**config.mk**
```make
export PLATFORM = sky130hd
export DESIGN_NAME = perf_unit
export DESIGN_NICKNAME = d
export VERILOG_FILES = /design/src/hdl/perf_pkg.sv /design/src/hdl/perf_channel.sv /design/src/hdl/perf_unit.sv
export SDC_FILE = /design/constraint.sdc
export NUM_CORES = 1
export LEC_CHECK = 0
export BUFFER_PORTS_ARGS = -buffer_cell sky130_fd_sc_hd__buf_2
export CAP_MARGIN = 10
export CORE_MARGIN = 2
export CORE_UTILIZATION = 40
export DETAILED_ROUTE_END_ITERATION = 10
export GPL_ROUTABILITY_DRIVEN = 0
export PLACE_DENSITY_LB_ADDON = 0.05
export RECOVER_POWER = 50
export SLEW_MARGIN = 20
export SYNTH_ARGS = -nofsm -noshare
export SYNTH_HDL_FRONTEND = slang
export SYNTH_HIERARCHICAL = 1
export SYNTH_SLANG_ARGS = --single-unit
```
**constraint.sdc**
```tcl
create_clock -name clock -period 2.6 [get_ports clock]
set_clock_uncertainty 0.15 [all_clocks]
set_input_delay 0.26 -clock clock [delete_from_list [all_inputs] [get_ports clock]]
set_output_delay 0.26 -clock clock [all_outputs]
set_load 0.05 [all_outputs]
```
**src/hdl/perf_pkg.sv**
```systemverilog
// package for the two-channel event counter unit: event codes, range codes, widths
// assumes a single 100 MHz clock domain and synchronous active-low reset
package perf_pkg;

  localparam int unsigned NUM_CHANNELS = 2;
  localparam int unsigned COUNT_WIDTH = 32;
  localparam int unsigned EVENT_WIDTH = 4;
  localparam int unsigned NUM_EVENTS = 16;

  // measurement range selection per channel
  typedef enum logic {
    RANGE_WHOLE_RUN = 1'b0,
    RANGE_WINDOW = 1'b1
  } range_t;

  // event selection codes
  localparam logic [3:0] EV_CACHEABLE_READ = 4'h0;
  localparam logic [3:0] EV_CACHEABLE_WRITE = 4'h1;
  localparam logic [3:0] EV_CACHEABLE_ACCESS = 4'h2;
  localparam logic [3:0] EV_ONCHIP_RAM = 4'h3;
  localparam logic [3:0] EV_ALL_OPERAND = 4'h4;
  localparam logic [3:0] EV_ONCHIP_IO = 4'h5;
  localparam logic [3:0] EV_OPERAND_READ_MISS = 4'h6;
  localparam logic [3:0] EV_OPERAND_WRITE_MISS = 4'h7;
  localparam logic [3:0] EV_OPERAND_ANY_MISS = 4'h8;
  localparam logic [3:0] EV_ICACHE_MISS = 4'h9;
  localparam logic [3:0] EV_DATA_TLB_MISS = 4'ha;
  localparam logic [3:0] EV_INST_TLB_MISS = 4'hb;
  localparam logic [3:0] EV_CACHEABLE_FETCH = 4'hc;
  localparam logic [3:0] EV_ALL_FETCH = 4'hd;
  localparam logic [3:0] EV_BRANCH_ISSUE = 4'he;
  localparam logic [3:0] EV_INST_ISSUE = 4'hf;

  // bit positions inside the decoded event vector
  localparam int unsigned EVB_CACHEABLE_READ = 0;
  localparam int unsigned EVB_INST_ISSUE = 15;

endpackage

```
**src/hdl/perf_channel.sv**
```systemverilog
// one counting channel: range gating and a counter of selected events
// assumes the decoded event vector is one-cycle strobes on the same clock
`timescale 1ns/1ps
`default_nettype none

module perf_channel #(
  parameter int unsigned WIDTH = perf_pkg::COUNT_WIDTH
) (
  input wire logic clock,
  input wire logic rst_n,
  input wire logic arm,
  input wire logic run_active,
  input wire logic window_start,
  input wire logic window_stop,
  input wire perf_pkg::range_t range_sel,
  input wire logic [perf_pkg::EVENT_WIDTH-1:0] event_sel,
  input wire logic [perf_pkg::NUM_EVENTS-1:0] events,
  output logic [WIDTH-1:0] count,
  output logic counting
);

  ////////////////////////////////////////////////////////////////////////
  logic [WIDTH-1:0] count_q, count_d;
  logic window_q, window_d;
  logic hit;

  // window opens on start trigger, closes on stop; stop wins if both in one cycle
  always_comb begin
    window_d = window_q;
    if (arm) begin
      window_d = 1'b0;
    end else if (window_stop) begin
      window_d = 1'b0;
    end else if (window_start) begin
      window_d = 1'b1;
    end
  end

  // active gate: whole run follows run state, window follows triggers
  assign counting = (range_sel == perf_pkg::RANGE_WHOLE_RUN) ? run_active
                  : (window_q && run_active);
  assign hit = events[event_sel];

  // clear on arm, then +1 per qualifying event while gated open
  always_comb begin
    count_d = count_q;
    if (arm) begin
      count_d = '0;
    end else if (counting && hit) begin
      count_d = count_q + WIDTH'(1);
    end
  end

  always_ff @(posedge clock) begin
    if (!rst_n) begin
      count_q <= '0;
      window_q <= 1'b0;
    end else begin
      count_q <= count_d;
      window_q <= window_d;
    end
  end

  assign count = count_q;

  chk_arm_clears: assert property (@(posedge clock) disable iff (!rst_n)
    arm |=> count_q == '0) else $error("count not cleared by arm");
  chk_count_step: assert property (@(posedge clock) disable iff (!rst_n)
    (!arm && counting && hit) |=> count_q == $past(count_q) + WIDTH'(1))
    else $error("count did not step");
  chk_idle_holds: assert property (@(posedge clock) disable iff (!rst_n)
    (!arm && !(counting && hit)) |=> $stable(count_q))
    else $error("count moved while idle");
  chk_window_open: assert property (@(posedge clock) disable iff (!rst_n)
    (!arm && window_start && !window_stop) |=> window_q)
    else $error("window did not open");
  chk_window_close: assert property (@(posedge clock) disable iff (!rst_n)
    (!arm && window_stop) |=> !window_q) else $error("window did not close");

endmodule

`default_nettype wire

```
**src/hdl/perf_unit.sv**
```systemverilog
// top of the event counter unit: event decode from core strobes, two channels
// assumes core strobes are one-cycle pulses synchronous to clock; host holds config
`timescale 1ns/1ps
`default_nettype none

// Functional notes
// - two independent channels count two selected events in the same run
// - each channel picks its own range: whole run or break window
// - whole-run range counts from program start until program stop
// - window range starts on break condition one, stops on condition four
// - in window range conditions one and four do not halt the program
// - cacheable read event counts cacheable operand reads with cache on
// - cacheable write event counts cacheable operand writes with cache on
// - cacheable access event counts cacheable reads and writes with cache on
// - on-chip RAM event counts each operand access to internal RAM
// - all-operand event counts every operand access
// - on-chip I/O event counts each access to internal register region
// - operand miss events: read misses, write misses, and either
// - instruction cache miss event counts each instruction cache miss
// - data TLB miss event counts unified TLB misses on data access
// - instruction TLB miss event counts both TLB misses on fetches
// - cacheable fetch event counts cacheable fetches with cache on
// - all-fetch event counts every instruction fetch
// - branch event counts listed branch kinds, excluding zero-displacement conditionals
// - a pair of instructions issued together counts as one issue
module perf_unit #(
  parameter int unsigned WIDTH = perf_pkg::COUNT_WIDTH
) (
  input wire logic clock,
  input wire logic rst_n,
  input wire logic arm,
  input wire logic run_active,
  input wire logic brk1_match,
  input wire logic brk4_match,
  input wire perf_pkg::range_t range_sel_0,
  input wire perf_pkg::range_t range_sel_1,
  input wire logic [perf_pkg::EVENT_WIDTH-1:0] event_sel_0,
  input wire logic [perf_pkg::EVENT_WIDTH-1:0] event_sel_1,
  input wire logic operand_valid,
  input wire logic operand_write,
  input wire logic operand_cacheable,
  input wire logic cache_enabled,
  input wire logic operand_ram,
  input wire logic io_access,
  input wire logic operand_miss,
  input wire logic icache_miss,
  input wire logic unified_translation_buffer_miss_data,
  input wire logic unified_translation_buffer_miss_inst,
  input wire logic instruction_translation_buffer_miss,
  input wire logic fetch_valid,
  input wire logic fetch_cacheable,
  input wire logic branch_issue,
  input wire logic branch_conditional,
  input wire logic branch_zero_disp,
  input wire logic issue_valid,
  output logic [WIDTH-1:0] count_0,
  output logic [WIDTH-1:0] count_1,
  output logic counting_0,
  output logic counting_1,
  output logic brk1_halt,
  output logic brk4_halt
);

  ////////////////////////////////////////////////////////////////////////
  // event decode, registered so every strobe has the same one-cycle latency
  logic [perf_pkg::NUM_EVENTS-1:0] ev_q, ev_d;
  logic cached_op;

  always_comb begin
    cached_op = operand_valid && operand_cacheable && cache_enabled;
    ev_d = '0;
    ev_d[perf_pkg::EV_CACHEABLE_READ] = cached_op && !operand_write;
    ev_d[perf_pkg::EV_CACHEABLE_WRITE] = cached_op && operand_write;
    ev_d[perf_pkg::EV_CACHEABLE_ACCESS] = cached_op;
    ev_d[perf_pkg::EV_ONCHIP_RAM] = operand_valid && operand_ram;
    ev_d[perf_pkg::EV_ALL_OPERAND] = operand_valid;
    ev_d[perf_pkg::EV_ONCHIP_IO] = io_access;
    ev_d[perf_pkg::EV_OPERAND_READ_MISS] = operand_miss && !operand_write;
    ev_d[perf_pkg::EV_OPERAND_WRITE_MISS] = operand_miss && operand_write;
    ev_d[perf_pkg::EV_OPERAND_ANY_MISS] = operand_miss;
    ev_d[perf_pkg::EV_ICACHE_MISS] = icache_miss;
    ev_d[perf_pkg::EV_DATA_TLB_MISS] = unified_translation_buffer_miss_data;
    // either buffer missing on a fetch counts once, not twice
    ev_d[perf_pkg::EV_INST_TLB_MISS] = unified_translation_buffer_miss_inst || instruction_translation_buffer_miss;
    ev_d[perf_pkg::EV_CACHEABLE_FETCH] = fetch_valid && fetch_cacheable
                                         && cache_enabled;
    ev_d[perf_pkg::EV_ALL_FETCH] = fetch_valid;
    // conditional branches with zero displacement are excluded
    ev_d[perf_pkg::EV_BRANCH_ISSUE] = branch_issue
                                      && !(branch_conditional && branch_zero_disp);
    // one strobe per issue slot cycle, so a dual issue is a single count
    ev_d[perf_pkg::EV_INST_ISSUE] = issue_valid;
  end

  ////////////////////////////////////////////////////////////////////////
  // delayed copies of control so channel gating lines up with the decoded events
  logic run_q, run_d, brk1_q, brk1_d, brk4_q, brk4_d, arm_q, arm_d;
  logic halt1_q, halt1_d, halt4_q, halt4_d;
  logic win_any;

  assign win_any = (range_sel_0 == perf_pkg::RANGE_WINDOW)
                || (range_sel_1 == perf_pkg::RANGE_WINDOW);

  always_comb begin
    run_d = run_active;
    brk1_d = brk1_match;
    brk4_d = brk4_match;
    arm_d = arm;
    // break matches halt only when no channel uses them as triggers
    halt1_d = brk1_match && !win_any;
    halt4_d = brk4_match && !win_any;
  end

  always_ff @(posedge clock) begin
    if (!rst_n) begin
      ev_q <= '0;
      run_q <= 1'b0;
      brk1_q <= 1'b0;
      brk4_q <= 1'b0;
      arm_q <= 1'b0;
      halt1_q <= 1'b0;
      halt4_q <= 1'b0;
    end else begin
      ev_q <= ev_d;
      run_q <= run_d;
      brk1_q <= brk1_d;
      brk4_q <= brk4_d;
      arm_q <= arm_d;
      halt1_q <= halt1_d;
      halt4_q <= halt4_d;
    end
  end

  assign brk1_halt = halt1_q;
  assign brk4_halt = halt4_q;

  ////////////////////////////////////////////////////////////////////////
  // two channels; counts come from the channel flip-flops, gates are combinational from window_q and run_q
  // note: window runs rely on the host having set both triggers beforehand
  logic [WIDTH-1:0] cnt [perf_pkg::NUM_CHANNELS];
  logic [perf_pkg::NUM_CHANNELS-1:0] gate;
  perf_pkg::range_t rsel [perf_pkg::NUM_CHANNELS];
  logic [perf_pkg::EVENT_WIDTH-1:0] esel [perf_pkg::NUM_CHANNELS];
  logic [perf_pkg::NUM_CHANNELS-1:0] gate_q, gate_d;

  assign rsel[0] = range_sel_0;
  assign rsel[1] = range_sel_1;
  assign esel[0] = event_sel_0;
  assign esel[1] = event_sel_1;

  for (genvar ch = 0; ch < perf_pkg::NUM_CHANNELS; ch++) begin : g_chan
    perf_channel #(.WIDTH(WIDTH)) u_chan (
      .clock(clock),
      .rst_n(rst_n),
      .arm(arm_q),
      .run_active(run_q),
      .window_start(brk1_q),
      .window_stop(brk4_q),
      .range_sel(rsel[ch]),
      .event_sel(esel[ch]),
      .events(ev_q),
      .count(cnt[ch]),
      .counting(gate[ch])
    );
  end

  // counting flags registered so the outputs come from flip-flops
  always_comb begin
    gate_d = gate;
  end

  always_ff @(posedge clock) begin
    if (!rst_n) begin
      gate_q <= '0;
    end else begin
      gate_q <= gate_d;
    end
  end

  assign count_0 = cnt[0];
  assign count_1 = cnt[1];
  assign counting_0 = gate_q[0];
  assign counting_1 = gate_q[1];

  ////////////////////////////////////////////////////////////////////////
  chk_no_halt_window: assert property (@(posedge clock) disable iff (!rst_n)
    (brk1_match && win_any) |=> !brk1_halt) else $error("break halted in window");
  chk_halt_passes: assert property (@(posedge clock) disable iff (!rst_n)
    (brk4_match && !win_any) |=> brk4_halt) else $error("break halt lost");
  chk_read_excl: assert property (@(posedge clock) disable iff (!rst_n)
    operand_write |=> !ev_q[perf_pkg::EV_CACHEABLE_READ])
    else $error("write counted as read");
  chk_write_excl: assert property (@(posedge clock) disable iff (!rst_n)
    (operand_valid && !operand_write) |=> !ev_q[perf_pkg::EV_CACHEABLE_WRITE])
    else $error("read counted as write");
  chk_cache_gate: assert property (@(posedge clock) disable iff (!rst_n)
    !cache_enabled |=> !ev_q[perf_pkg::EV_CACHEABLE_ACCESS] && !ev_q[perf_pkg::EV_CACHEABLE_FETCH])
    else $error("cache-off counted");
  chk_zero_disp: assert property (@(posedge clock) disable iff (!rst_n)
    (branch_conditional && branch_zero_disp) |=> !ev_q[perf_pkg::EV_BRANCH_ISSUE])
    else $error("zero displacement branch counted");
  chk_instruction_translation_buffer_any: assert property (@(posedge clock) disable iff (!rst_n)
    (instruction_translation_buffer_miss || unified_translation_buffer_miss_inst) |=> ev_q[perf_pkg::EV_INST_TLB_MISS])
    else $error("fetch tlb miss lost");
  // judged against the raw run input one cycle back, so a broken run stage shows up
  chk_whole_gate: assert property (@(posedge clock) disable iff (!rst_n)
    ($past(rst_n) && range_sel_0 == perf_pkg::RANGE_WHOLE_RUN && $stable(range_sel_0))
    |-> gate[0] == $past(run_active))
    else $error("whole-run gate wrong");

endmodule

`default_nettype wire

```
### Word-level counts from Yosys, hierarchy flattened

Index checks and enable logic that the tools add are counted.

* flip-flop bits (word level): 89
* word-level logic and storage cells: 45
* memory bits (read-only): 0
* bits of input ports: 33
* latch bits: 0
* memories: 0
* memory bits (writable): 0
* output and inout bits: 68

* multiplexer cells: 6
* reductions and logical operators: 23
* eq/ne operators: 0
* bitwise gates (word level): 1
* div/mod/pow operators: 0
* shifts and indexed selects: 0
* $lt $le $gt $ge: 2
* $add $sub $neg: 2
* multiply operators: 0

Operators with widths (count)
* 32-bit by 1-bit adder with 32-bit output, second input constant: 2
* 1-bit logical AND: 16
* 4-bit by 5-bit < comparator with 1-bit output, second input constant: 2
* 1-bit binary-select mux with 4-bit select: 2
* 1-bit 2-to-1 mux: 4
* 1-bit zero test: 3
* 3-bit OR reduction: 1
* 1-bit logical OR: 2
* 2-bit OR reduction: 1
* 1-bit inverter: 1

### Depth between registers and ports, before layout

Gate-level depths: netlist (run 1).

* word-level depth: 3
* depth in mapped cells: 8
* depth with buffers taken out: 6

### Modules after synthesis

The synthesis (run 1) kept the hierarchy.

Modules (own cells, without submodules)
* perf_channel: area each 1796.7 µm², times used 2, seq. area each 660.6 µm², cells an instance 212
* perf_unit: area each 660.6 µm², times used 1, seq. area each 480.5 µm², cells an instance 50

### Least setup slack after synthesis (run 1)

OpenSTA, ideal clock, no wires.

* kind: reg-to-reg
* start: register g_chan[0].u_chan.count_q[5]
* end: register g_chan[0].u_chan.count_q[29]
* arrival: 2.256 ns
* cell stages (with the launch flop): 7
* period minus slack after synthesis: 2.520 ns
* data required time: 2.335 ns
* setup time: 0.115 ns
* path buffers: 0
* path slack: 0.080 ns
* path through: dfxtp_1 and4_1 nand3_1 nor4_2 nand4_1 o31a_1 o21a_1

* longest elaborated chain between the ends: 1

RTL lines
* start, declared: RTL line perf_channel.sv:23 `logic [WIDTH-1:0] count_q, count_d;`
* start signal, assigned: RTL line perf_channel.sv:59 `count_q <= count_d;`
* 32-bit by 1-bit adder with 32-bit output: RTL line perf_channel.sv:50 `count_d = count_q + WIDTH'(1);`

No other way between the ends.
A chain may end at the register's enable or synchronous reset.

### Final worst setup path (run 1)

* start: register g_chan[0].u_chan.count_q[9]
* end: register g_chan[0].u_chan.count_q[28]

Same word-level chain as after synthesis.

==> parameters.txt, run 1 <==
Parameter                              Value

Placement
  Dpl hpwl    roughly 8200 um
  Cell Area, Placed    about 0.005 mm^2
  Pre-CTS setup slack    roughly 180 ps
  Port bufs    100

Synth
  Sequential element share of the synthesized area    0.4235
  Ranking of synthesized cells by area    dfxtp_1 42%, xnor2_1 4.1%, nand2_1 3.4%
  Number of distinct standard cells referenced by the synthesized netlist    a little over 50
  Ys async rst share    0
  Ys Warns    6
  Cell with the most instances after synthesis    dfxtp_1
  Post-synthesis sequential element count    90
  Most common library cells after synthesis    90 x dfxtp_1, 39 x nand2_1, 34 x nor2_1
  Number of synthesized flops with an enable pin    0
  Synth top area share    0.4235
  Instance count of the mapped netlist    approximately 470
  Primary FF master, synth    dfxtp_1
  Cell area after synthesis    ~0.0043 mm^2
  Average size of a mapped cell    8.975 um^2
  Library cell with the largest summed area after synthesis    dfxtp_1
  Post-synthesis net count    a little over 500

GRT
  Initial antenna violation count    0
  Largest net degree at the start of global routing    23
  Wire length of the first global-routing pass    around 19,000 um
  Total routing usage reported by global routing    0.2064
  Number of global-route vias before repair    approximately 3,800
  Grt ovf    0

Critical path
  Register-to-register setup slack    between 200 and 300 ps
  Worst Reg2Reg Path Length in Cells    6
  CP Launch Type    flop
  Maximum fanout encountered on the critical timing path    5
  Crit path kind    flop to flop
  Element type at the critical path end    flop
  R2r endpoint    g_chan[0].u_chan/count[28]$_SDFFE_PP0P_
  Crit path required time    2740 ps
  WP data arrival    2480 ps
  Reg-to-Reg Start    g_chan[0].u_chan/count[9]$_SDFFE_PP0P_

Floorplanning
  Initial core utilization    0.4121
  Die height    roughly 110 um
  Overall die area    0.01148 mm^2
  Die Wd    107.1 um
  Number of top-level pins    101
  Std-Cell Rows    37
  Std-Cell Core Area    around 0.010 mm^2

Power and ir drop
  Internal power    ~1.9 mW
  Part of the total power dissipated in sequential elements    0.546
  Leakage Power    around 1.9 nW
  Part of the power in combinational logic    0.086
  Largest voltage drop on the vdd net    329.5 uV
  Power dissipated by switching net loads    between 600 and 700 uW
  Clock network power share    0.368
  Pwr dens    487.1 mW/mm^2
  Sw frac    0.2470

Hold path
  Worst hold-check path type    primary input to flop
  Hold worst-path end    ev_q[2]$_SDFF_PN0_
  Startpoint of the tightest hold check path    operand_cacheable
  Number of instances on the worst hold path    2

Final layout
  Antenna diode count    0
  Number of nets in the layout    around 640
  Synth-to-Final Area Change    24.26%
  Proportion of layout cells with a drive suffix above 1    0.1628
  Final non-filler cell area    between 0.005 and 0.006 mm^2

STA
  Final critical-path setup slack    262.6 ps
  Final-report max-slew violation count    0
  Worst-case hold slack    about 80 ps
  Maximum clock frequency    427.8 MHz
  RSZ-0062 raised after global routing    no
  Actual transition at the worst max-transition pin    around 850 ps
  Relative slew margins    0.4315
  Endpoints failing hold    0
  Finish-stage setup viols    0
  Post-layout min period    about 2300 ps
  Post-route setup TNS    0 ps
  Share of the clock period used by the worst path after layout    0.8990

Routing
  Detail-routed net length per standard cell    roughly 15 um
  Post-Route WL    around 11,000 um
  Vias    roughly 3,900
  Remaining number of nets flagged by the antenna check after routing    0
  Number of optimization iterations in the first detailed-route pass    4
  Residual DRC count    0
  DRC violation total after the first TritonRoute iteration    186
  Via density per instance    roughly 5.3

Clock tree
  Post-CTS setup buffer count    0
  Total clock buffers created by CTS    9
  Htree depth    3
  Clock latency on the worst-skew pair    between 300 and 400 ps
  TritonCTS clock tree    yes
  Buffers from clock root to sink, at most    2
  CTS root buffer    clkbuf_8
  Clock sink total    90
  Clock-pin slew on the worst setup and hold paths    90 ps

Flow run
  Maxcap violations    0

Outcome
  Status    finished, final reports clean
power by group through the flow:
stage | logic, mW | registers [mW] | clock network, mW
4_1_cts | 0.224 | 1.41 | 0.980
6_report | 0.221 | 1.41 | 0.947
3_5_place_dp | 0.198 | 1.44 | 0
5_1_grt | 0.241 | 1.41 | 1.04
2_1_floorplan | 0.118 | 1.44 | 0
3_3_place_gp | 0.194 | 1.44 | 0
flip-flops by register name, summed over array words and instances (netlist names):
name,cells
brk1_halt,1
arm_q,1
run_q,1
ev_q,16
gate_q,2
g_chan.u_chan/window_q,2
brk4_q,1
brk1_q,1
brk4_halt,1
g_chan.u_chan/count,64
cells by family (layout without fill, tap and decap cells):
logic type / after synthesis / in the layout / share of synthesized area
AOI/OAI and AO/OA: 78 / 78 / 0.1306
xor gates and xnor gates: 26 / 26 / 0.05353
adders and majority gates: 2 / 2 / 0.005881
buffers and inverters: 35 / 169 / 0.03588
DFF: 90 / 90 / 0.4235
muxes: 12 / 12 / 0.03412
and+or+nand+nor: 231 / 231 / 0.3165
worst max-delay path by stage:
stage	startpoint	to	slack, ps	cells after the start
2_1_floorplan	g_chan[0].u_chan/count[5]$_SDFFE_PP0P_	g_chan[0].u_chan/count[29]$_SDFFE_PP0P_	80	6
3_3_place_gp	event_sel_1[2]	g_chan[1].u_chan/count[18]$_SDFFE_PP0P_	240	7
3_5_place_dp	event_sel_0[2]	g_chan[0].u_chan/count[21]$_SDFFE_PP0P_	180	7
4_1_cts	g_chan[0].u_chan/count[9]$_SDFFE_PP0P_	g_chan[0].u_chan/count[28]$_SDFFE_PP0P_	250	6
5_1_grt	g_chan[0].u_chan/count[9]$_SDFFE_PP0P_	g_chan[0].u_chan/count[28]$_SDFFE_PP0P_	130	6
6_report	g_chan[0].u_chan/count[9]$_SDFFE_PP0P_	g_chan[0].u_chan/count[28]$_SDFFE_PP0P_	260	6
final cells by class:
class / count / area (um^2)
clock buffers: 10 / 127.6
inverters: 14 / 52.55
multi-input cells: 349 / 2293
well taps: 136 / 170.2
repair buffers: 139 / 773.2
flip-flops and latches: 90 / 1802
fillers: 1008 / 5037
clock inverters: 6 / 67.56
layer usage:
metal | routed length, um | global-route usage | up-vias
li1 | - | - | 1971
met1 | 5090 | 0.2539 | 1846
met2 | 5328 | 0.3395 | 95
met3 | 575 | 0.05957 | 24
met4 | 325 | 0.08071 | 0
met5 | 0 | 0 | -
layout by cell type (no fill, tap or decap), drive strengths merged, types with 9 or more instances in the layout:
cell         netlist  routed
nand3             24      24
o211ai            10      10
buf               11      54
and4               9       9
nand2             41      41
nor3              10      10
o21ai             16      16
or3               14      14
or4               16      16
mux2i             10      10
and3              11      11
inv               14      14
xnor2             20      20
nor4              12      12
dlygate4sd3        0      23
and2              22      22
nand4             16      16
a21oi             27      27
clkbuf            10      72
nor2              38      38
dfxtp             90      90
critical path, stage by stage (launching register included):
cell and delay (ps):
dfxtp_1 410, and4_1 240, nand3_1 140, nor4_2 540, nand4_1 240, or3_1 360
a21oi_1 160
stage by stage:
step	power (mW)	std cells	util
after floorplan	1.563	474	-
after global placement	1.634	705	0.4790
after detailed placement	1.637	705	0.4790
after CTS	2.611	744	0.5202
after global routing	2.694	744	0.5121
final	2.575	744	0.5121
timing repair:
item | in CTS | in global routing
resized for setup | 0 | 0
hold endpoints to repair | 20 | 0
hold buffers | 23 | 0
Power figures use the tool's default switching activity.
==> inputs of run 2 (changes only) <==
==> constraint.sdc (replaced) <==
create_clock -name clock -period 2.6 [get_ports clock]
set_clock_uncertainty 0.15 [all_clocks]
set_input_delay 0.39 -clock clock [delete_from_list [all_inputs] [get_ports clock]]
set_output_delay 0.39 -clock clock [all_outputs]
set_load 0.05 [all_outputs]
==> run 2 against run 1 <==
Die area unchanged. Critical endpoint is now g_chan[1].u_chan/count[18]$_SDFFE_PP0P_. First-iteration DRC count decreased by 13%. Clock-buffer cell count increased by 2. Maximum frequency increased by 1.9%. Highest routed layer unchanged. Combinational power decreased by 9%.
==> parameters.txt, run 2 (same netlist as run 1, synthesis figures left out) <==
Parameter                              Value

Clock tree
  Htree depth    3 (unchanged)
  Clock-pin slew on the worst setup and hold paths    80 ps (about the same)
  Buffers from clock root to sink, at most    2 (unchanged)
  Clock latency on the worst-skew pair    370 ps (about the same)
  Clock sink total    90 (unchanged)
  CTS root buffer    clkbuf_8
  TritonCTS clock tree    yes
  Post-CTS setup buffer count    0 (unchanged)
  Total clock buffers created by CTS    9 (unchanged)
  CTS resizes    0 (unchanged)
  Total of hold buffers inserted after clock tree synthesis    0 (-100%)

Floorplanning
  Die height    107.1 um (unchanged)
  Die Wd    107.1 um (unchanged)
  Overall die area    0.01148 mm^2 (unchanged)
  Number of top-level pins    101 (unchanged)
  Std-Cell Rows    37 (unchanged)
  Initial core utilization    0.4121 (unchanged)
  Std-Cell Core Area    0.01032 mm^2 (unchanged)

Routing
  Post-Route WL    11,020 um (-2.7%)
  Number of optimization iterations in the first detailed-route pass    4 (unchanged)
  DRC violation total after the first TritonRoute iteration    161 (-13%)
  Detail-routed net length per standard cell    15.24 um (+0.18%)
  Vias    3,873 (-1.6%)
  Remaining number of nets flagged by the antenna check after routing    0 (unchanged)
  Via density per instance    5.357 (+1.3%)
  Residual DRC count    0 (unchanged)

Critical path
  Worst Reg2Reg Path Length in Cells    6 (unchanged)
  Register-to-register setup slack    310 ps (+40 ps)
  Maximum fanout encountered on the critical timing path    16 (+11)
  CP Launch Type    flop
  Cell-by-cell trace of the critical path    mux2i_1, a32o_2, o32ai_4, nand3_2, or4_1, nand2_1
  Crit path kind    flop to flop
  Crit path required time    2760 ps (+20 ps)
  Maximum cell stage delay along the critical path    540 ps (about the same)
  Reg-to-Reg Start    ev_q[1]$_SDFF_PN0_
  First element of the critical path    ev_q[1]$_SDFF_PN0_
  WP data arrival    2450 ps (-30 ps)
  Slowest cell on crit path    or4_1
  Element type at the critical path end    flop

STA
  Final critical-path setup slack    306.6 ps (+44.00 ps)
  Post-route setup TNS    0 ps (unchanged)
  Post-layout min period    2293 ps (-43.99 ps)
  Maximum clock frequency    436.0 MHz (+1.9%)
  Endpoints failing hold    0 (unchanged)
  Relative slew margins    0.4661 (+0.03460)
  Finish-stage setup viols    0 (unchanged)
  RSZ-0062 raised after global routing    no
  Final-report max-slew violation count    0 (unchanged)
  Actual transition at the worst max-transition pin    800.9 ps (-51.90 ps)
  Share of the clock period used by the worst path after layout    0.8821 (-0.01692)

GRT
  Number of global-route vias before repair    3,845 (+1.3%)
  Initial antenna violation count    1 (+1)
  Largest net degree at the start of global routing    23 (unchanged)
  Wire length of the first global-routing pass    18,660 um (+0.41%)
  Total routing usage reported by global routing    0.2046 (-0.001841)
  Grt ovf    0 (unchanged)

Outcome
  Status    finished, final reports clean

Final layout
  Number of nets in the layout    617 (-3.3%)
  Final cell utilization of the core    0.4905 (-0.02157)
  Filler cell count    1,041 (+3.3%)
  Synth-to-Final Area Change    19.03%
  Proportion of layout cells with a drive suffix above 1    0.1809 (+0.01806)
  Area used by multi-input combinational logic    0.002288 mm^2 (-0.22%)
  Flip-flop and latch area    0.001802 mm^2 (unchanged)
  Final non-filler cell area    0.005064 mm^2 (-4.2%)
  Most frequent standard cell in the layout excluding fill and tap cells    dfxtp_1
  Commonest cells after routing, fill and taps aside    90 x dfxtp_1, 56 x clkbuf_1, 46 x buf_2
  Number of flip-flops under the largest register name    64 (unchanged)

Power and ir drop
  Leakage Power    1.808 nW (-3.7%)
  Largest voltage drop on the vdd net    331.9 uV (+0.74%)
  Pwr dens    502.4 mW/mm^2 (+3.1%)

Placement
  Dpl hpwl    8247 um (+0.38%)
  Cell Area, Placed    0.004960 mm^2 (+0.30%)
  Port bufs    100 (unchanged)
  Pre-CTS setup slack    36.60 ps (-144.3 ps)

Hold path
  Number of instances on the worst hold path    2 (unchanged)
  Worst hold-check path type    primary input to flop
  Startpoint of the tightest hold check path    branch_zero_disp

Flow run
  Maxcap violations    0 (unchanged)
## run 2: cell types whose count changed in the layout (fill, tap and decap cells not counted), sizes merged
cell	delta
clkinv	-1
buf	+8
dlygate4sd3	-23
clkinvlp	-2
diode	+1
clkbuf	-4
## run 2: critical path, delay by kind of cell (launching register included)
kind / cells / cell delay, ps
AO/OA/AOI/OAI: 2 / 710
flip-flops: 1 / 350
multiplexers: 1 / 80
AND/OR/NAND/NOR: 3 / 930
## run 2: power breakdown
group	internal [mW]	switching (mW)
logic	0.0826	0.119
clock network	0.463	0.473
registers	1.40	0.0105
total	1.94	0.603
## run 2: cell type report
type	count	share of cell area
diodes	1	0.0004942
clock buffers	12	0.02866
clock inverters	3	0.007907
inverters	14	0.01038
multi-input cells	349	0.4519
flip-flops and latches	90	0.3558
well taps	136	0.03361
repair buffers	118	0.1112
## run 2: metal layers
metal	global-route usage	part of all wire
met5	0	0
met4	0.06401	0.018
met3	0.05836	0.048
met2	0.3458	0.48
met1	0.2508	0.46
## run 2: stage by stage
stage / total power, mW / hold WS, ps / std cells
floorplan: 1.563 / 251.4 / 474
global placement: 1.642 / 270.8 / 707
detailed placement: 1.644 / 282.9 / 707
CTS: 2.586 / 36.63 / 722
global route: 2.651 / 42.30 / 722
finish: 2.544 / 53.62 / 723
## run 2: final timing paths
path / endpoint
worst min register to register: g_chan[1].u_chan/window_q$_SDFFE_PP0P_
worst min-delay path: ev_q[14]$_SDFF_PN0_
worst max register to register: g_chan[1].u_chan/count[18]$_SDFFE_PP0P_
worst max-delay path: g_chan[1].u_chan/count[18]$_SDFFE_PP0P_
